$ cat src/shared/sbt_pkg.sv
// Constants, state encodings and the state record of the memory boundary-scan port.
// Assumes one system clock that oversamples the test clock pin by a wide margin.
package sbt_pkg;

   // Scan register widths
   localparam int unsigned IR_W    = 3;          // Instruction register width
   localparam int unsigned ID_W    = 32;         // Identification register width
   localparam int unsigned BSR_LEN = 107;        // Boundary-scan chain length
   localparam int unsigned OE_CELL = 47;         // Output-bus enable cell index

   // Capture pattern loaded into the instruction shifter
   localparam logic [2:0] IR_CAPTURE = 3'h1;     // Two low bits read binary 01

   // Reset value of the output-bus enable latch
   localparam logic OE_CELL_RST = 1'h1;          // Outputs enabled

   // Pull-up level of unconnected pins
   localparam logic PIN_PULLUP = 1'h1;           // Open pin reads high

   // Resting level of the test clock pin; a spurious fall after reset is harmless
   localparam logic TCK_IDLE = 1'h1;             // Test clock rests high

   // Register map (byte addresses on the bus)
   localparam logic [7:0] REG_CTRL   = 8'h00;    // Control, write one to reset port
   localparam logic [7:0] REG_STATUS = 8'h04;    // Controller state and instruction
   localparam logic [7:0] REG_IDCODE = 8'h08;    // Identification word
   localparam int unsigned CTRL_SOFT_RST = 0;    // Control bit: reset the test port
   localparam int unsigned ST_TAP_LSB    = 0;    // Status: controller state [3:0]
   localparam int unsigned ST_IR_LSB     = 4;    // Status: current instruction [6:4]
   localparam int unsigned ST_TDO_EN     = 8;    // Status: serial output driven
   localparam int unsigned ST_HIZ        = 9;    // Status: output bus floated
   localparam int unsigned ST_OE_CELL    = 10;   // Status: enable cell latch

   // Sixteen controller states
   typedef enum logic [3:0] {
      TAP_RESET  = 4'h0, TAP_IDLE   = 4'h1,
      TAP_SEL_DR = 4'h2, TAP_CAP_DR = 4'h3, TAP_SH_DR  = 4'h4, TAP_EX1_DR = 4'h5,
      TAP_PA_DR  = 4'h6, TAP_EX2_DR = 4'h7, TAP_UPD_DR = 4'h8,
      TAP_SEL_IR = 4'h9, TAP_CAP_IR = 4'hA, TAP_SH_IR  = 4'hB, TAP_EX1_IR = 4'hC,
      TAP_PA_IR  = 4'hD, TAP_EX2_IR = 4'hE, TAP_UPD_IR = 4'hF
   } sbt_tap_t;

   // Instruction codes
   typedef enum logic [2:0] {
      INS_EXTEST  = 3'h0, INS_IDCODE = 3'h1, INS_SAMPZ = 3'h2, INS_RSV3 = 3'h3,
      INS_SAMPLE  = 3'h4, INS_RSV5   = 3'h5, INS_RSV6  = 3'h6, INS_BYPASS = 3'h7
   } sbt_ins_t;

   // Classic bus request as seen by the slave
   typedef struct packed {
      logic        cyc;
      logic        stb;
      logic        we;
      logic [3:0]  sel;
      logic [7:0]  adr;
      logic [31:0] dat;
   } sbt_wb_req_t;

   // Complete state of the port
   typedef struct packed {
      logic [1:0]         tck_sy;    // Test clock synchroniser
      logic [1:0]         tms_sy;    // Mode select synchroniser
      logic [1:0]         tdi_sy;    // Serial input synchroniser
      logic               tck_prev;  // Previous synchronised clock level
      logic [BSR_LEN-1:0] ring_s1;   // Pin ring, first stage
      logic [BSR_LEN-1:0] ring_s2;   // Pin ring, second stage
      sbt_tap_t           tap;       // Controller state
      logic [IR_W-1:0]    ir_sh;     // Instruction shifter
      sbt_ins_t           ir;        // Current instruction
      logic               byp;       // Bypass bit
      logic [ID_W-1:0]    id_sh;     // Identification shifter
      logic [BSR_LEN-1:0] bsr_sh;    // Boundary shift stage
      logic [BSR_LEN-1:0] bsr_upd;   // Boundary preload latches
      logic               tdo;       // Serial output level
      logic               tdo_oe_n;  // Serial output enable, low drives
      logic               ack;       // Bus acknowledge
      logic [31:0]        rdat;      // Bus read data
      logic               soft_rst;  // Software reset pulse
   } sbt_state_t;

endpackage : sbt_pkg

$ cat src/sbt_tap.sv
// Boundary-scan test port of a pipelined memory, oversampling the test clock pin.
// Assumes test pins and memory pin ring are asynchronous; bus is on i_clock.
//
// Behaviour
// (RQ1) Open test input pins read high; idle clock disables
// (RQ2) Sample on clock rise, output on fall
// (RQ3) Shift in at MSB, out at LSB
// (RQ4) Power-up reset; output floats outside shift states
// (RQ5) Five high mode-select edges reset controller
// (RQ6) Three-bit instruction, identify after any reset
// (RQ7) Instruction capture loads binary 01 low bits
// (RQ8) Exactly one data register chosen by instruction
// (RQ9) Single bypass bit, cleared on execution
// (RQ10) Data capture loads all pins, then shifts
// (RQ11) Identify instruction captures hardwired 32-bit code
// (RQ12) Tester never loads the three reserved codes
// (RQ13) Instruction shifted, effective at instruction update
// (RQ14) Identify code shifts out in data shift
// (RQ15) Floating sample selects chain, floats output bus
// (RQ16) Sample snapshot of pins leaves memory alone
// (RQ17) Shift out while shifting in; update latches
// (RQ18) External test drives preload, selects chain
// (RQ19) Cell 47 enables output bus under external test
// (RQ20) Enable cell latch high at power-up, reset
// (RQ21) Tester keeps pins stable across capture
// (RQ22) Instruction codes decode per table
// (RQ23) Identification word layout: revision, device, vendor, one
// (RQ24) Boundary chain is 107 cells
// (RQ25) Standard sixteen-state controller on clock rises
`timescale 1ns/10ps

module sbt_tap
   import sbt_pkg::*;
#(
   parameter logic [2:0]  ID_REV    = 3'h2,      // Revision, arbitrary value
   parameter logic [16:0] ID_DEVICE = 17'h0ABCD, // Device field, arbitrary value
   parameter logic [10:0] ID_VENDOR = 11'h155    // Vendor field, arbitrary value
) (
   input  wire logic               i_clock,        // System clock, 125 MHz
   input  wire logic               i_sys_rst,      // Synchronous reset, power-up
   input  wire logic               i_clk_en,       // Freezes all state when low
   input  wire logic               i_tck,          // Test clock pin
   input  wire logic               i_tms,          // Mode select pin
   input  wire logic               i_tdi,          // Serial data in pin
   output logic                    o_tdo,          // Serial data out
   output logic                    o_tdo_oe_n,     // Serial out enable, low drives
   input  wire logic [BSR_LEN-1:0] i_ring,         // Memory pin ring levels
   output logic      [BSR_LEN-1:0] o_preload,      // Preload latches
   output logic                    o_ring_drive,   // Drive preload onto pins
   output logic                    o_qbus_hiz,     // Float memory output bus
   input  wire logic               i_wb_cyc,       // Bus cycle
   input  wire logic               i_wb_stb,       // Bus strobe
   input  wire logic               i_wb_we,        // Bus write
   input  wire logic [3:0]         i_wb_sel,       // Bus byte selects
   input  wire logic [7:0]         i_wb_adr,       // Bus byte address
   input  wire logic [31:0]        i_wb_dat,       // Bus write data
   output logic                    o_wb_ack,       // Bus acknowledge
   output logic      [31:0]        o_wb_dat        // Bus read data
);

   // Hardwired identification word, bit 0 always one
   localparam logic [ID_W-1:0] ID_WORD = {ID_REV, ID_DEVICE, ID_VENDOR, 1'h1}; // RQ23

   sbt_state_t  st_ff;      // Registered state
   sbt_state_t  nxt_st;     // Next state
   sbt_wb_req_t wb;         // Gathered bus request
   logic        tck_rise;   // Synchronised test clock rose
   logic        tck_fall;   // Synchronised test clock fell
   logic        tms;        // Synchronised mode select
   logic        tdi;        // Synchronised serial input
   logic        sel_bsr;    // Boundary chain selected
   logic        sel_id;     // Identification register selected
   logic        dr_lsb;     // Low bit of selected data register
   logic        bus_req;    // New bus request this cycle
   logic [31:0] status;     // Status word

   // Bundle bus inputs
   always_comb begin
      wb.cyc = i_wb_cyc;
      wb.stb = i_wb_stb;
      wb.we  = i_wb_we;
      wb.sel = i_wb_sel;
      wb.adr = i_wb_adr;
      wb.dat = i_wb_dat;
   end

   // Edge detection on second synchroniser stage only
   assign tck_rise = st_ff.tck_sy[1] & ~st_ff.tck_prev;   // RQ2
   assign tck_fall = ~st_ff.tck_sy[1] & st_ff.tck_prev;   // RQ2
   assign tms      = st_ff.tms_sy[1];
   assign tdi      = st_ff.tdi_sy[1];

   // Data register choice; reserved codes fall back to bypass
   always_comb begin
      sel_bsr = 1'b0;
      sel_id  = 1'b0;
      case (st_ff.ir)                                         // RQ22
         INS_EXTEST, INS_SAMPZ, INS_SAMPLE: sel_bsr = 1'b1; // RQ8
         INS_IDCODE:                        sel_id  = 1'b1; // RQ8
         default:                           sel_bsr = 1'b0;
      endcase
   end

   // Low bit of whichever data register sits on the path
   always_comb begin
      if (sel_bsr) begin
         dr_lsb = st_ff.bsr_sh[0];                          // RQ3
      end else if (sel_id) begin
         dr_lsb = st_ff.id_sh[0];                           // RQ3
      end else begin
         dr_lsb = st_ff.byp;
      end
   end

   // Status word for software
   always_comb begin
      status = 32'h0000_0000;
      status[ST_TAP_LSB +: 4]  = st_ff.tap;
      status[ST_IR_LSB +: IR_W] = st_ff.ir;
      status[ST_TDO_EN]        = ~st_ff.tdo_oe_n;
      status[ST_HIZ]           = o_qbus_hiz;
      status[ST_OE_CELL]       = st_ff.bsr_upd[OE_CELL];
   end

   assign bus_req = wb.cyc & wb.stb & ~st_ff.ack;

   // Next state of the whole port
   always_comb begin
      nxt_st = st_ff;

      // Synchronisers; pins sampled only through two stages
      nxt_st.tck_sy   = {st_ff.tck_sy[0], i_tck};
      nxt_st.tms_sy   = {st_ff.tms_sy[0], i_tms};
      nxt_st.tdi_sy   = {st_ff.tdi_sy[0], i_tdi};
      nxt_st.tck_prev = st_ff.tck_sy[1];
      nxt_st.ring_s1  = i_ring;
      nxt_st.ring_s2  = st_ff.ring_s1;

      // Controller advance and register actions on test clock rise
      if (tck_rise) begin                                      // RQ25
         case (st_ff.tap)
            TAP_RESET:  nxt_st.tap = tms ? TAP_RESET  : TAP_IDLE;
            TAP_IDLE:   nxt_st.tap = tms ? TAP_SEL_DR : TAP_IDLE;
            TAP_SEL_DR: nxt_st.tap = tms ? TAP_SEL_IR : TAP_CAP_DR;
            TAP_CAP_DR: nxt_st.tap = tms ? TAP_EX1_DR : TAP_SH_DR;
            TAP_SH_DR:  nxt_st.tap = tms ? TAP_EX1_DR : TAP_SH_DR;
            TAP_EX1_DR: nxt_st.tap = tms ? TAP_UPD_DR : TAP_PA_DR;
            TAP_PA_DR:  nxt_st.tap = tms ? TAP_EX2_DR : TAP_PA_DR;
            TAP_EX2_DR: nxt_st.tap = tms ? TAP_UPD_DR : TAP_SH_DR;
            TAP_UPD_DR: nxt_st.tap = tms ? TAP_SEL_DR : TAP_IDLE;
            TAP_SEL_IR: nxt_st.tap = tms ? TAP_RESET  : TAP_CAP_IR; // RQ5
            TAP_CAP_IR: nxt_st.tap = tms ? TAP_EX1_IR : TAP_SH_IR;
            TAP_SH_IR:  nxt_st.tap = tms ? TAP_EX1_IR : TAP_SH_IR;
            TAP_EX1_IR: nxt_st.tap = tms ? TAP_UPD_IR : TAP_PA_IR;
            TAP_PA_IR:  nxt_st.tap = tms ? TAP_EX2_IR : TAP_PA_IR;
            TAP_EX2_IR: nxt_st.tap = tms ? TAP_UPD_IR : TAP_SH_IR;
            TAP_UPD_IR: nxt_st.tap = tms ? TAP_SEL_DR : TAP_IDLE;
            default:    nxt_st.tap = TAP_RESET;
         endcase

         case (st_ff.tap)
            // Instruction path
            TAP_CAP_IR: nxt_st.ir_sh = IR_CAPTURE;                    // RQ7
            TAP_SH_IR:  nxt_st.ir_sh = {tdi, st_ff.ir_sh[IR_W-1:1]};  // RQ3
            TAP_UPD_IR: begin
               nxt_st.ir = sbt_ins_t'(st_ff.ir_sh);                   // RQ13
               if (sbt_ins_t'(st_ff.ir_sh) == INS_BYPASS) begin
                  nxt_st.byp = 1'b0;                                  // RQ9
               end
            end
            // Data capture by current instruction
            TAP_CAP_DR: begin
               if (sel_bsr) begin
                  nxt_st.bsr_sh = st_ff.ring_s2;                      // RQ10 RQ16
               end else if (sel_id) begin
                  nxt_st.id_sh = ID_WORD;                             // RQ11
               end else begin
                  nxt_st.byp = 1'b0;                                  // RQ9
               end
            end
            // Data shift through the one selected register
            TAP_SH_DR: begin
               if (sel_bsr) begin
                  nxt_st.bsr_sh = {tdi, st_ff.bsr_sh[BSR_LEN-1:1]};   // RQ17 RQ24
               end else if (sel_id) begin
                  nxt_st.id_sh = {tdi, st_ff.id_sh[ID_W-1:1]};        // RQ14
               end else begin
                  nxt_st.byp = tdi;                                   // RQ9
               end
            end
            // Preload latches follow the shift stage under sample and external test
            TAP_UPD_DR: begin
               if (st_ff.ir == INS_SAMPLE || st_ff.ir == INS_EXTEST) begin
                  nxt_st.bsr_upd = st_ff.bsr_sh;                      // RQ17
               end
            end
            default: nxt_st.ir_sh = st_ff.ir_sh;
         endcase
      end

      // Serial output changes on the falling edge only
      if (tck_fall) begin                                      // RQ2
         if (st_ff.tap == TAP_SH_IR) begin
            nxt_st.tdo      = st_ff.ir_sh[0];                 // RQ3
            nxt_st.tdo_oe_n = 1'b0;                           // RQ4
         end else if (st_ff.tap == TAP_SH_DR) begin
            nxt_st.tdo      = dr_lsb;                         // RQ8
            nxt_st.tdo_oe_n = 1'b0;                           // RQ4
         end else begin
            nxt_st.tdo_oe_n = 1'b1;                           // RQ4
         end
      end

      // Logic-reset state holds identify and the enable latch
      if (st_ff.tap == TAP_RESET) begin
         nxt_st.ir               = INS_IDCODE;                // RQ6
         nxt_st.bsr_upd[OE_CELL] = OE_CELL_RST;               // RQ20
         nxt_st.tdo_oe_n         = 1'b1;                      // RQ4
      end

      // Software reset of the test port
      if (st_ff.soft_rst) begin
         nxt_st.tap      = TAP_RESET;                          // RQ5
         nxt_st.ir       = INS_IDCODE;                         // RQ6
         nxt_st.tdo_oe_n = 1'b1;                               // RQ4
      end

      // Bus slave: acknowledge one cycle after a request, then drop
      nxt_st.soft_rst = 1'b0;
      nxt_st.ack      = bus_req;
      if (bus_req) begin
         nxt_st.rdat = 32'h0000_0000;
         if (!wb.we) begin
            case (wb.adr)
               REG_STATUS: nxt_st.rdat = status;
               REG_IDCODE: nxt_st.rdat = ID_WORD;
               default:    nxt_st.rdat = 32'h0000_0000;
            endcase
         end else if (wb.adr == REG_CTRL && wb.sel[0]) begin
            nxt_st.soft_rst = wb.dat[CTRL_SOFT_RST];
         end
      end
   end

   // Register the state; reset acts on the clock
   always_ff @(posedge i_clock) begin
      if (i_sys_rst) begin
         st_ff                  <= '0;
         st_ff.tck_sy           <= {2{TCK_IDLE}};             // No false rise after reset
         st_ff.tck_prev         <= TCK_IDLE;                  // Edge detector at rest level
         st_ff.tms_sy           <= {2{PIN_PULLUP}};           // RQ1
         st_ff.tdi_sy           <= {2{PIN_PULLUP}};           // RQ1
         st_ff.tap              <= TAP_RESET;                 // RQ4
         st_ff.ir               <= INS_IDCODE;                // RQ6
         st_ff.ir_sh            <= IR_CAPTURE;
         st_ff.bsr_upd[OE_CELL] <= OE_CELL_RST;               // RQ20
         st_ff.tdo_oe_n         <= 1'b1;                      // RQ4
      end else if (i_clk_en) begin
         st_ff <= nxt_st;
      end
   end

   // Outputs
   assign o_tdo        = st_ff.tdo;
   assign o_tdo_oe_n   = st_ff.tdo_oe_n;
   assign o_preload    = st_ff.bsr_upd;
   assign o_ring_drive = (st_ff.ir == INS_EXTEST);                              // RQ18
   assign o_qbus_hiz   = (st_ff.ir == INS_SAMPZ) ||                             // RQ15
                         (st_ff.ir == INS_EXTEST && !st_ff.bsr_upd[OE_CELL]);   // RQ19
   assign o_wb_ack     = st_ff.ack;
   assign o_wb_dat     = st_ff.rdat;

endmodule : sbt_tap

$ cat config.mk
export PLATFORM = sky130hd
export DESIGN_NAME = sbt_tap
export DESIGN_NICKNAME = d
export VERILOG_FILES = /design/src/shared/sbt_pkg.sv /design/src/sbt_tap.sv
export SDC_FILE = /design/constraint.sdc
export NUM_CORES = 1
export LEC_CHECK = 0
export BUFFER_PORTS_ARGS = -buffer_cell sky130_fd_sc_hd__buf_2
export CORE_MARGIN = 2
export CORE_UTILIZATION = 40
export CTS_CLUSTER_DIAMETER = 80
export DETAILED_ROUTE_END_ITERATION = 7
export MAX_ROUTING_LAYER = met4
export PLACE_DENSITY = 0.68
export SYNTH_ARGS = -nofsm -noshare
export SYNTH_HDL_FRONTEND = slang
export SYNTH_SLANG_ARGS = --single-unit
$ cat constraint.sdc
create_clock -name i_clock -period 5.7 [get_ports i_clock]
set_clock_uncertainty 0.15 [all_clocks]
set_input_delay 0.57 -clock i_clock [delete_from_list [all_inputs] [get_ports i_clock]]
set_output_delay 0.57 -clock i_clock [all_outputs]
set_load 0.02 [all_outputs]
-- After elaboration in Yosys (flattened, before gate mapping)
Cells that the tools add are included.
- bits in latches: 0
- word-level logic and storage cells: 139
- output and inout bits: 144
- bits in read-only memories: 0
- flip-flop bits (word level): 514
- memory bits (writable): 0
- memories: 0
- divide/modulo/power cells: 0
- add/subtract/negate cells: 0
- eq/ne operators: 30
- multiplexer cells: 48
- bitwise operators: 8
- multipliers: 0
- order comparisons: 0
- shift operators: 0
- reduce and logical (&&, ||, !) cells: 34
- operators by type and width (operator ; count):
    2-to-1 mux 107 bit ; 4
    case mux 139 bit (2 select lines) ; 1
    2-to-1 mux 257 bit ; 1
    2-to-1 mux 33 bit ; 2
    2-to-1 mux 32 bit ; 2
    case mux 31 bit (2 select lines) ; 1
    case mux 4 bit (12 select lines) ; 1
    equality test 4 bit, second input constant ; 8
    2-to-1 mux 31 bit ; 1
    2-to-1 mux 4 bit ; 5
    2-to-1 mux 1 bit ; 19
    != test 2 bit, second input constant ; 9
    equality test 4 x 3 -> 1 bit, second input constant ; 4
    2-to-1 mux 3 bit ; 5
    nonzero test 2 bit ; 7
    nonzero test 3 bit ; 4
    AND reduction 3 bit ; 3
    equality test 4 x 2 -> 1 bit, second input constant ; 2
    equality test 8 x 3 -> 1 bit, second input constant ; 1
    equality test 8 x 4 -> 1 bit, second input constant ; 1
    zero test 8 bit ; 1
    2-to-1 mux 2 bit ; 4
    AND reduction 4 bit ; 2
    AND reduction 8 bit ; 1
    other kinds (18) ; 31

-- Depth between registers and ports, before layout
Gate-level depths: netlist of run 1.
- depth after elaboration: 9
- mapped depth: 8

-- Least setup slack after synthesis of run 1
Ideal clock, no wire load.
- kind: input -> register
- start: input i_clk_en
- end: register st_ff, in the netlist o_preload[100]
- path slack: 3.460 ns
- arrival: 1.958 ns
- stages on the path: 8
- cells stage by stage: clkbuf_1 nand3b_1 or4_1 buf_2 buf_6 buf_6 nand2_2 a21oi_1
- cells in the longest elaborated chain, start to end: 1
- RTL lines (item ; RTL line ; source):
    start: declaration ; sbt_tap.sv:41 ; input wire logic i_clk_en,
    AND reduction 4 bit (no source line) ; - ;
    end signal: assignment ; sbt_tap.sv:259 ; st_ff <= nxt_st;
    end: declaration ; sbt_tap.sv:64 ; sbt_state_t st_ff;
No other way between the ends.
A chain may end at the register's enable or synchronous reset.

-- Worst setup path in the final report of run 1
- start: register st_ff[292] (netlist name)
- end: register st_ff, in the netlist o_preload[18]
- cells in the longest elaborated chain, start to end: 2
- RTL lines (item ; RTL line ; source):
    equality test 4 bit ; sbt_tap.sv:161 ; case (st_ff.tap)
    AND reduction 4 bit (no source line) ; - ;
No other way between the ends.

==> reports/results.tsv, run 1 <==
stage	metric	value	unit
sta	relSlewSlack	31.6	%
worst_setup_path	crit_chain	or4b_4 -> or4_4 -> buf_4 -> nand2_1 -> a21oi_1	
logic_synthesis	ys.flop_type	dfxtp_1	
worst_setup_path	path_delay_family	simple AND/OR/NAND/NOR gates	
floorplanning	initial_core_util	40.3	%
worst_setup_path	endpoint	o_preload[18]	
logic_synthesis	synth-edff-count	0	
logic_synthesis	syn_avg_cell_area	8.75	sq um
worst_setup_path	cp.depth	5	
power	powerDensity	327	nW/um^2
worst_setup_path	required	5970	ps
route	drc_errors	0	
worst_setup_path	worst_ep_arrival_time	3430	ps
cells_and_area	final_cells	2972	
worst_setup_path	worstPathMaxFanout	70	
route	wire_per_inst	14.8	um
route	vias	14998	
logic_synthesis	muxShareOfSynthArea	10.9	%
placed_design	port_buffers	259	
floorplanning	dieWidth	226	um
global_routing	antenna_found_initial	6	
hold_path	min_path_type	in -> reg	
placed_design	place_hpwl	27.7	mm
floorplanning	die_h	226	um
clocking	cts.sinks	493	
cells_and_area	drive_gt1_share	17.3	%
route	antenna_left	0	
worst_setup_path	r2r_setup_slack	2530	ps
logic_synthesis	yosysSeqAreaShare	50.3	%
sta	setup_slack	2530	ps
cells_and_area	syn2layout_area_growth	11.5	%
route	via_per_inst	5.05	
route	dr.first_iter.drc_count	913	
worst_setup_path	cp-end-kind	flip-flop	
global_routing	grt_pass1_vias	13963	
status	status	complete, no violations	
sta	setup-tns-final	0	ps
logic_synthesis	ys_warn_count	0	
worst_setup_path	slowest_stage	dfxtp_1	
floorplanning	io_pins	304	
clocking	root_buffer	clkbuf_16	
global_routing	grt_max_degree	194	
sta	tightest_slew	1030	ps
run	cap_violations	0	
clocking	hold_buffers	0	
logic_synthesis	synth-adder-area-share	0.0510	%
worst_setup_path	crit_path_max_incr_delay	740	ps
route	wl	44.1	mm
worst_setup_path	r2r-start	st_ff[292]	
sta	finalSetupViolCount	0	
sta	fin_crit_sh	55.5	%
worst_setup_path	criticalPathCategory	reg -> reg	
sta	min_period	3170	ps
sta	fmax	0.316	GHz
clocking	cts_resized	0	
cells_and_area	final_nets	2426	
hold_path	worstHoldStart	i_tms	
power	peakVddDrop	0.000242	V
logic_synthesis	synth_cell_type_count	52	
worst_setup_path	crit_path_start	st_ff[292]	
clocking	ctsLongestPathBuffers	3	
logic_synthesis	netlist_instances	2245	
power	p_leak	8.55	nW
placed_design	place_ws	2170	ps
worst_setup_path	timing.rr.end	o_preload[18]	
clocking	clk_pin_slew	60	ps
floorplanning	core_area	48700	sq um
clocking	cts_tree	built	
worst_setup_path	startpoint_type	flip-flop	
global_routing	grt_pass1_wl	70.8	mm
sta	grt_setup_unrepaired	no	
logic_synthesis	synth_top_family_by_area	simple AND/OR/NAND/NOR gates	
clocking	post_cts_buffers	0	
clocking	h-tree-depth	2	
logic_synthesis	synth_area	19600	sq um
placed_design	gp_congestion	0.810	
logic_synthesis	synth_compound_area_share	10.2	%
global_routing	grt_use_total	17.3	%
logic_synthesis	synthArstFlopShare	0	%
placed_design	dp_cells	2877	
worst_setup_path	ff2ff_path_depth	5	
clocking	cts_buffers	51	
power	power	0.00717	W
floorplanning	std_cell_rows	81	
sta	slew_violations	0	
sta	hold_viol	0	
worst_setup_path	worst-path-buf-inv	1	
floorplanning	floorplan.die_area	50900	sq um
logic_synthesis	synth_xor_area_share	0.0446	%
global_routing	overflow	0	
logic_synthesis	ys_ff_latch	493	
logic_synthesis	synth-simple-area-share	19.3	%
clocking	clk_latency	590	ps
route	drtPass1Iterations	5	
==> sequential cells by signal, indices dropped and copies added (netlist names) <==
| signal | cells |
|---|---|
| o_tdo_oe_n | 1 |
| st_ff | 261 |
| o_wb_ack | 1 |
| o_wb_dat | 11 |
| o_tdo | 1 |
| o_preload | 107 |
| nxt_st | 111 |
==> power by group <==
group,switching (W),total (W),internal [W],leakage [nW]
clock,0.00137,0.00330,0.00193,0.835
sequential,0.0000418,0.00356,0.00352,4.00
combinational,0.000171,0.000302,0.000130,3.71
==> how the worst min path moves through the flow <==
stage	end	slack, ps	depth (start not counted)
3_5_place_dp	o_preload[59]	300	2
4_1_cts	nxt_st[511]	20	2
6_report	nxt_st[511]	50	2
2_1_floorplan	nxt_st[507]	280	1
3_3_place_gp	st_ff[261]	290	2
5_1_grt	nxt_st[511]	30	2
==> cells by family (layout without fill, tap and decap cells) <==
family                     count (synthesis)  count (layout)
AOI/OAI and AO/OA                        298             298
xor gates and xnor gates                   1               1
adders and majority gates                  1               1
buffers and inverters                    321             372
DFF                                      493             493
muxes                                    214             214
other                                      1              13
and+or+nand+nor                          916             916
==> metrics by stage <==
step	cell area [sq um]	utilization [%]	hold WS, ps
floorplan	19700	-	281
global placement	20200	41.5	289
detailed placement	20200	41.5	295
CTS	21900	44.9	15.3
global route	21900	44.9	28.9
finish	21900	44.9	48.1
==> cells in the final DEF (no fill, tap or decap), types with 3 or more instances in the layout <==
| cell type | Yosys | routed |
|---|---|---|
| nor2_1 | 350 | 350 |
| dfxtp_1 | 493 | 493 |
| nand2b_1 | 5 | 5 |
| buf_4 | 143 | 11 |
| clkinv_2 | 0 | 8 |
| or2_2 | 3 | 3 |
| buf_12 | 0 | 4 |
| clkbuf_1 | 116 | 11 |
| nand4_1 | 5 | 5 |
| a211oi_1 | 4 | 4 |
| buf_2 | 25 | 257 |
| nor3_1 | 40 | 40 |
| a22oi_1 | 5 | 5 |
| nand2_1 | 427 | 427 |
| nand3_1 | 20 | 20 |
| diode_2 | 0 | 3 |
| a211o_1 | 8 | 8 |
| conb_1 | 1 | 10 |
| nor2b_1 | 10 | 10 |
| a21oi_1 | 149 | 149 |
| or4_1 | 4 | 3 |
| mux2i_1 | 214 | 214 |
| a311oi_1 | 109 | 109 |
| inv_6 | 0 | 4 |
| clkbuf_8 | 0 | 12 |
| nor3b_1 | 3 | 3 |
| inv_1 | 6 | 6 |
| o21ai_0 | 9 | 9 |
| nand2_2 | 30 | 30 |
| clkbuf_16 | 0 | 52 |
==> synthesized netlist by cell type, types with 6 or more instances <==
cell	number	area (sq um)
buf_4	143	1070
a311oi_1	109	955
nand3_1	20	100
buf_1	26	97.6
clkbuf_1	116	435
nor3_1	40	200
nor2b_1	10	62.6
mux2i_1	214	2140
dfxtp_1	493	9870
nand2_1	427	1600
inv_1	6	22.5
nor2_1	350	1310
buf_2	25	125
o21ai_0	9	45.0
a21oi_1	149	746
nand2_2	30	188
a211o_1	8	70.1
==> metal layers <==
layer	vias up	global-route usage (%)	share of wire [%]
met5	-	-	0
met4	0	6.00	2.7
met3	95	2.80	4.6
met2	359	28.1	47
met1	7088	22.0	46
li1	7456	-	-
==> area by class of cell <==
type,count,area (sq um)
tap,664,831
clock buffer,75,1510
timing repair buffer,274,1480
inverter,6,22.5
clock inverter,17,171
antenna,3,7.51
fill,4708,26900
sequential,493,9870
multi-input combinational,1440,8010
(Power assumes the default switching activity.)
==> run 2, diff against run 1 <==
--- a/config.mk
+++ b/config.mk
@@ -5,13 +5,14 @@
 export SDC_FILE = /design/constraint.sdc
 export NUM_CORES = 1
 export LEC_CHECK = 0
+export ABC_AREA = 1
 export BUFFER_PORTS_ARGS = -buffer_cell sky130_fd_sc_hd__buf_2
 export CORE_MARGIN = 2
 export CORE_UTILIZATION = 40
 export CTS_CLUSTER_DIAMETER = 80
 export DETAILED_ROUTE_END_ITERATION = 7
 export MAX_ROUTING_LAYER = met4
-export PLACE_DENSITY = 0.68
+export PLACE_DENSITY = 0.7
 export SYNTH_ARGS = -nofsm -noshare
 export SYNTH_HDL_FRONTEND = slang
 export SYNTH_SLANG_ARGS = --single-unit
==> constraint.sdc (replaced) <==
create_clock -name i_clock -period 2.55 [get_ports i_clock]
set_clock_uncertainty 0.15 [all_clocks]
set_input_delay 0.255 -clock i_clock [delete_from_list [all_inputs] [get_ports i_clock]]
set_output_delay 0.255 -clock i_clock [all_outputs]
set_load 0.02 [all_outputs]
==> reports/results.tsv, run 2 <==
stage	metric	value	unit	change
status	status	complete, no violations		
cells_and_area	drive_gt1_share	14.0	%	-3.3 points
worst_setup_path	ff2ff_path_depth	7		+2
logic_synthesis	synth_area	19600	sq um	-0.42%
clocking	post_cts_buffers	0		unchanged
logic_synthesis	yosysSeqAreaShare	50.5	%	+0.21 points
clocking	clk_pin_slew	60	ps	about the same
worst_setup_path	r2r-start	st_ff[289]		
logic_synthesis	netlist_top_cells_area	dfxtp_1 50%, o21ai_0 9.5%, nor2_1 9.2%, a21oi_1 6.4%, buf_4 5.6%		
worst_setup_path	cp-end-kind	flip-flop		
power	p_leak	9.71	nW	+14%
global_routing	grt_pass1_wl	77.8	mm	+9.9%
route	wl	47.6	mm	+7.9%
route	drc_errors	0		unchanged
route	via_per_inst	5.05		about the same
hold_path	holdPathStages	6		+4
cells_and_area	largest_register_ff_count	261		unchanged
cells_and_area	layout_commonest_cell	dfxtp_1		
logic_synthesis	synth_area_leader_cell	dfxtp_1		
hold_path	whs_endpoint	o_wb_dat[27]		
power	peakVddDrop	0.000467	V	+93%
clocking	cts_tree	built		
sta	tightest_slew	947	ps	-78.6 ps
sta	hold_viol	0		unchanged
floorplanning	floorplan.die_area	50700	sq um	-0.42%
worst_setup_path	required	2920	ps	-3050 ps
logic_synthesis	netlist_instances	2543		+13%
clocking	cts.sinks	493		unchanged
logic_synthesis	synth_common_cells	493 x dfxtp_1, 478 x nor2_1, 370 x o21ai_0		
floorplanning	core_area	48600	sq um	-0.21%
clocking	clk_latency	600	ps	about the same
power	powerDensity	715	nW/um^2	+120%
sta	relSlewSlack	36.8	%	+5.2 points
sta	fmax	0.415	GHz	
cells_and_area	mostFrequentLayoutCells	493 x dfxtp_1, 476 x nor2_1, 370 x o21ai_0		
hold_path	worstHoldStart	i_wb_adr[4]		
power	comb_power_share	6.2	%	+2.0 points
floorplanning	io_pins	304		unchanged
cells_and_area	syn2layout_area_growth	18.3	%	
floorplanning	std_cell_rows	81		unchanged
global_routing	met3_usage	4.43	%	+1.6 points
worst_setup_path	worstPathMaxFanout	5		-93%
sta	grt_setup_unrepaired	no		
placed_design	port_buffers	259		unchanged
logic_synthesis	syn_avg_cell_area	7.69	sq um	-12%
global_routing	grt.busiest_layer	met2		
placed_design	place_hpwl	27.8	mm	+0.44%
power	clockPowerShare	45.1	%	-1.0 points
sta	setup-tns-final	0	ps	unchanged
logic_synthesis	synthArstFlopShare	0	%	unchanged
worst_setup_path	crit_path_start	i_wb_adr[0]		
global_routing	grt.met2_usage	30.4	%	+2.3 points
clocking	cts_buffers	51		unchanged
worst_setup_path	worst_ep_arrival_time	2780	ps	-650 ps
clocking	root_buffer	clkbuf_16		
power	p_seq_share	48.7	%	-1.0 points
power	p_sw_share	23.1	%	+0.94 points
route	dr.first_iter.drc_count	1322		+45%
worst_setup_path	timing.rr.end	o_preload[89]		
logic_synthesis	ys_warn_count	0		unchanged
sta	slew_violations	0		unchanged
logic_synthesis	ys_ff_latch	493		unchanged
floorplanning	dieWidth	225	um	-0.21%
route	antenna_left	0		unchanged
global_routing	grt_pass1_vias	16060		+15%
cells_and_area	final_nets	2862		+18%
worst_setup_path	r2r_setup_slack	300	ps	-2230 ps
global_routing	antenna_found_initial	3		-3
logic_synthesis	synth_top_area_share	50.5	%	+0.21 points
global_routing	use_met1	23.5	%	+1.5 points
cells_and_area	regMostFlops	st_ff		
clocking	h-tree-depth	2		unchanged
sta	fin_crit_sh	94.6	%	
clocking	ctsLongestPathBuffers	3		unchanged
sta	finalSetupViolCount	0		unchanged
worst_setup_path	startpoint_type	input pin		
run	cap_violations	0		unchanged
global_routing	overflow	0		unchanged
placed_design	gp_congestion	0.840		+3.7%
logic_synthesis	yosysMostFrequentCell	dfxtp_1		
sta	min_period	2410	ps	
global_routing	grt_max_degree	227		+17%
sta	holdWs	128	ps	+80.3 ps
route	vias	16970		+13%
floorplanning	die_h	225	um	-0.21%
power	internal-power	0.0127	W	+130%
logic_synthesis	synth-edff-count	0		unchanged
route	drtPass1Iterations	7		+2
global_routing	grt_use_total	18.9	%	+1.5 points
logic_synthesis	synth_cell_type_count	30		-42%
route	wire_per_inst	14.1	um	-4.7%
floorplanning	initial_core_util	40.2	%	-0.086 points
power	net-switching-power	0.00381	W	+140%
worst_setup_path	criticalPathCategory	in -> reg		
logic_synthesis	ys.flop_type	dfxtp_1		
hold_path	min_path_type	in -> reg		
## run 2: changes by cell type in the layout (fill, tap and decap cells not counted), moves of 8 or more
cell,delta
nor2b_1,-10
dlygate4sd3_1,+136
a311oi_1,-109
o21ai_0,+361
inv_1,+136
a211o_1,-8
nor3_1,-23
nand4_1,+8
a21oi_1,+103
nor2_1,+126
nand2_1,-238
mux2i_1,-214
o21ai_1,+205
nand2_2,-28
## run 2: kinds of logic after synthesis
family	after synthesis	share of synthesized area (%)
buf+inv	473	12.9
flops	493	50.5
other cells	1	0.0192
simple gates	735	14.9
compound gates	841	21.8
## run 2: worst max path at each step
stage                          end  cells past startpoint
floorplan               st_ff[180]                     10
global placement    o_preload[106]                      7
detailed placement   o_preload[31]                      7
CTS                    o_wb_dat[6]                      9
global route           o_wb_dat[6]                      9
finish                 o_wb_dat[6]                      9
## run 2: power by group through the flow
stage	Combinational, W	Sequential, W	Clock (W)
final	0.00103	0.00806	0.00745
after global routing	0.00117	0.00808	0.00796
after CTS	0.00102	0.00805	0.00769
after detailed placement	0.000847	0.00822	0
after global placement	0.000831	0.00822	0
after floorplan	0.000605	0.00819	0
## run 2: what timing repair did
action                                 CTS  global route
endpoints found under the hold margin  167             0
gates resized for setup                  0             4
hold buffers                           137             0
setup endpoints to repair                0            12
## run 2: stage by stage
step | setup slack (ps) | cell area (sq um) | cells | utilization, % | power [W]
after floorplan | 779 | 19600 | 2552 | - | 0.00880
after global placement | 311 | 20100 | 3134 | 41.2 | 0.00905
after detailed placement | 214 | 20100 | 3134 | 41.2 | 0.00907
after CTS | 96.0 | 23100 | 3359 | 47.5 | 0.0168
after global routing | 40.8 | 23100 | 3362 | 47.5 | 0.0172
final | 138 | 23100 | 3363 | 47.5 | 0.0165
## run 2: critical path, cell delays in order
cell and delay (ps):
dlygate4sd3_1 530, buf_2 120, nor2_1 110, dlygate4sd3_1 620
nand3_1 130, nor2_4 160, dlygate4sd3_1 620, nand3_1 100
a21oi_1 150
## run 2: area by class of cell
| type | instances | area [sq um] |
|---|---|---|
| Fill cell | 4555 | 25500 |
| Sequential cell | 493 | 9870 |
| Multi-Input combinational cell | 1586 | 7230 |
| Timing Repair Buffer | 421 | 3000 |
| Clock buffer | 68 | 1420 |
| Tap cell | 622 | 778 |
| Inverter | 149 | 572 |
| Clock inverter | 20 | 248 |
| Antenna cell | 4 | 10.0 |
## run 2: metal layers
layer / up-vias / wire length [um]
met5: - / 0
met4: 0 / 1120
met3: 103 / 3200
met2: 476 / 21900
met1: 7873 / 21400
li1: 8518 / -
==> run 3, diff against run 2 <==
--- a/config.mk
+++ b/config.mk
@@ -6,13 +6,14 @@
 export NUM_CORES = 1
 export LEC_CHECK = 0
 export ABC_AREA = 1
-export BUFFER_PORTS_ARGS = -buffer_cell sky130_fd_sc_hd__buf_2
 export CORE_MARGIN = 2
 export CORE_UTILIZATION = 40
 export CTS_CLUSTER_DIAMETER = 80
 export DETAILED_ROUTE_END_ITERATION = 7
+export DONT_BUFFER_PORTS = 1
+export GPL_ROUTABILITY_DRIVEN = 1
 export MAX_ROUTING_LAYER = met4
-export PLACE_DENSITY = 0.7
+export PLACE_DENSITY = 0.64
 export SYNTH_ARGS = -nofsm -noshare
 export SYNTH_HDL_FRONTEND = slang
 export SYNTH_SLANG_ARGS = --single-unit
==> reports/results.tsv, run 3 (synthesis results as in run 2) <==
stage	metric	value	unit	change
status	status	complete, no violations		
route	via_per_inst	5.19		+2.8%
cells_and_area	regMostFlops	st_ff		
cells_and_area	final_area	22900	sq um	-1.0%
global_routing	grt_use_total	19.9	%	+0.98 points
worst_setup_path	worst-path-buf-inv	5		+1
clocking	clk_pin_slew	60	ps	about the same
cells_and_area	largest_register_ff_count	261		unchanged
floorplanning	std_cell_rows	81		unchanged
route	drc_errors	0		unchanged
placed_design	placed_area	18800	sq um	-6.2%
cells_and_area	layout_commonest_cell	dfxtp_1		
power	peakVddDrop	0.000506	V	+8.1%
run	cap_violations	0		unchanged
global_routing	grt.met2_usage	34.1	%	+3.8 points
clocking	cts_resized	0		unchanged
sta	fmax	0.414	GHz	-0.21%
floorplanning	initial_core_util	40.2	%	unchanged
clocking	clk_latency	590	ps	about the same
power	power	0.0174	W	+5.4%
global_routing	grt_pass1_wl	80.9	mm	+4.0%
worst_setup_path	worstPathMaxFanout	109		+104
cells_and_area	final_nets	2684		-6.2%
route	wire_per_inst	15.6	um	+10%
clocking	cts.sinks	493		unchanged
worst_setup_path	worst_path_most_repeated_cell	dlygate4sd3_1		
sta	holdWs	76.7	ps	-51.7 ps
sta	fin_crit_sh	94.8	%	+0.20 points
hold_path	holdPathStages	6		unchanged
global_routing	met3_usage	5.22	%	+0.78 points
route	antenna_left	0		unchanged
worst_setup_path	criticalPathCategory	in -> reg		
clocking	h-tree-depth	2		unchanged
worst_setup_path	worst_ep_arrival_time	2800	ps	+20 ps
worst_setup_path	crit_chain	dlygate4sd3_1 -> buf_12 -> inv_8 -> buf_4 -> o21ai_0 -> nor2_1 -> dlygate4sd3_1		
global_routing	antenna_found_initial	0		-3
sta	finalSetupViolCount	0		unchanged
clocking	cts_tree	built		
sta	hold_viol	0		unchanged
floorplanning	dieWidth	225	um	unchanged
route	dr.first_iter.drc_count	1050		-21%
global_routing	overflow	0		unchanged
global_routing	grt_pass1_vias	16171		+0.69%
clocking	post_cts_buffers	0		unchanged
global_routing	grt_max_degree	147		-35%
sta	tightest_slew	730	ps	-218 ps
sta	slew_violations	0		unchanged
sta	setup-tns-final	0	ps	unchanged
cells_and_area	syn2layout_area_growth	17.0	%	
sta	setup_slack	133	ps	-5.08 ps
worst_setup_path	cp.depth	7		-2
sta	min_period	2420	ps	+5.08 ps
route	vias	16550		-2.5%
worst_setup_path	cp-end-kind	flip-flop		
hold_path	min_path_type	in -> reg		
floorplanning	floorplan.die_area	50700	sq um	unchanged
global_routing	grt.busiest_layer	met2		
worst_setup_path	ff2ff_path_depth	8		+1
worst_setup_path	required	2940	ps	+20 ps
worst_setup_path	crit_path_max_incr_delay	580	ps	-40 ps
route	wl	49.6	mm	+4.3%
placed_design	place_hpwl	28.2	mm	+1.4%
cells_and_area	n_antenna_cell	0		-4
worst_setup_path	path_delay_family	buffers and inverters		
route	drtPass1Iterations	5		-2
placed_design	gp_congestion	0.883		+5.1%
floorplanning	core_area	48600	sq um	unchanged
cells_and_area	drive_gt1_share	5.41	%	-8.6 points
clocking	ctsLongestPathBuffers	3		unchanged
power	p_leak	9.01	nW	-7.2%
worst_setup_path	slowest_stage	dlygate4sd3_1		
floorplanning	die_h	225	um	unchanged
clocking	cts_buffers	53		+3.9%
power	powerDensity	762	nW/um^2	+6.5%
cells_and_area	mostFrequentLayoutCells	492 x dfxtp_1, 478 x nor2_1, 370 x o21ai_0		
placed_design	port_buffers	0		-100%
worst_setup_path	startpoint_type	input pin		
sta	grt_setup_unrepaired	no		
global_routing	use_met1	22.2	%	-1.3 points
sta	relSlewSlack	51.3	%	+15 points
clocking	root_buffer	clkbuf_16		
floorplanning	io_pins	304		unchanged
placed_design	place_ws	354	ps	+139 ps
run 3: cell types whose count changed in the layout (fill, tap and decap cells not counted), sizes merged:
cell	delta
dlymetal6s4s	-1
inv	+1
buf	-254
dlygate4sd3	+75
clkinv	-7
clkbuf	+6
bufinv	+4
diode	-4
clkinvlp	+6
run 3: power by group:
group          switching, W  internal (W)  leakage, nW
registers          0.000120       0.00794         4.02
logic              0.000562      0.000482         4.07
clock network       0.00323       0.00510        0.922
run 3: final cells by class:
type	instances	area (sq um)
multi-input combinational	1586	7220
inverter	149	572
timing repair buffer	241	2530
clock buffer	74	1560
tap	622	778
fill	4617	25800
sequential	493	9870
clock inverter	24	362
run 3: routing by layer:
layer,routed length (um),up-vias
met5,0,-
met4,1530,0
met3,3380,108
met2,24100,450
met1,20600,7818
li1,-,8174
run 3: repair_timing:
| item | in CTS | in global routing |
|---|---|---|
| endpoints found under the hold margin | 302 | 0 |
| hold buffers | 214 | 0 |
| setup endpoints to repair | 0 | 1 |
run 3: metrics by stage:
step                instances  util, %
floorplan                2552        -
global placement         2878     38.7
detailed placement       2878     38.7
CTS                      3190     47.1
global route             3189     47.1
finish                   3189     47.1
run 3: worst reg2reg max path, stage by stage, from the launching register on:
cell and delay, ps:
dfxtp_1 500, inv_2 70, nor2_2 270, nand2_8 150, nand2_4 140, nand3_4 110
buf_12 220, o21ai_1 520, a21oi_1 50
run 3: final timing paths:
check                            startpoint  slack, ps     endpoint
worst min register to register  nxt_st[509]        310  nxt_st[509]
worst max-delay path              i_sys_rst        130  nxt_st[378]
worst min-delay path               i_clk_en         80   st_ff[292]
worst max register to register   st_ff[291]        220   st_ff[208]
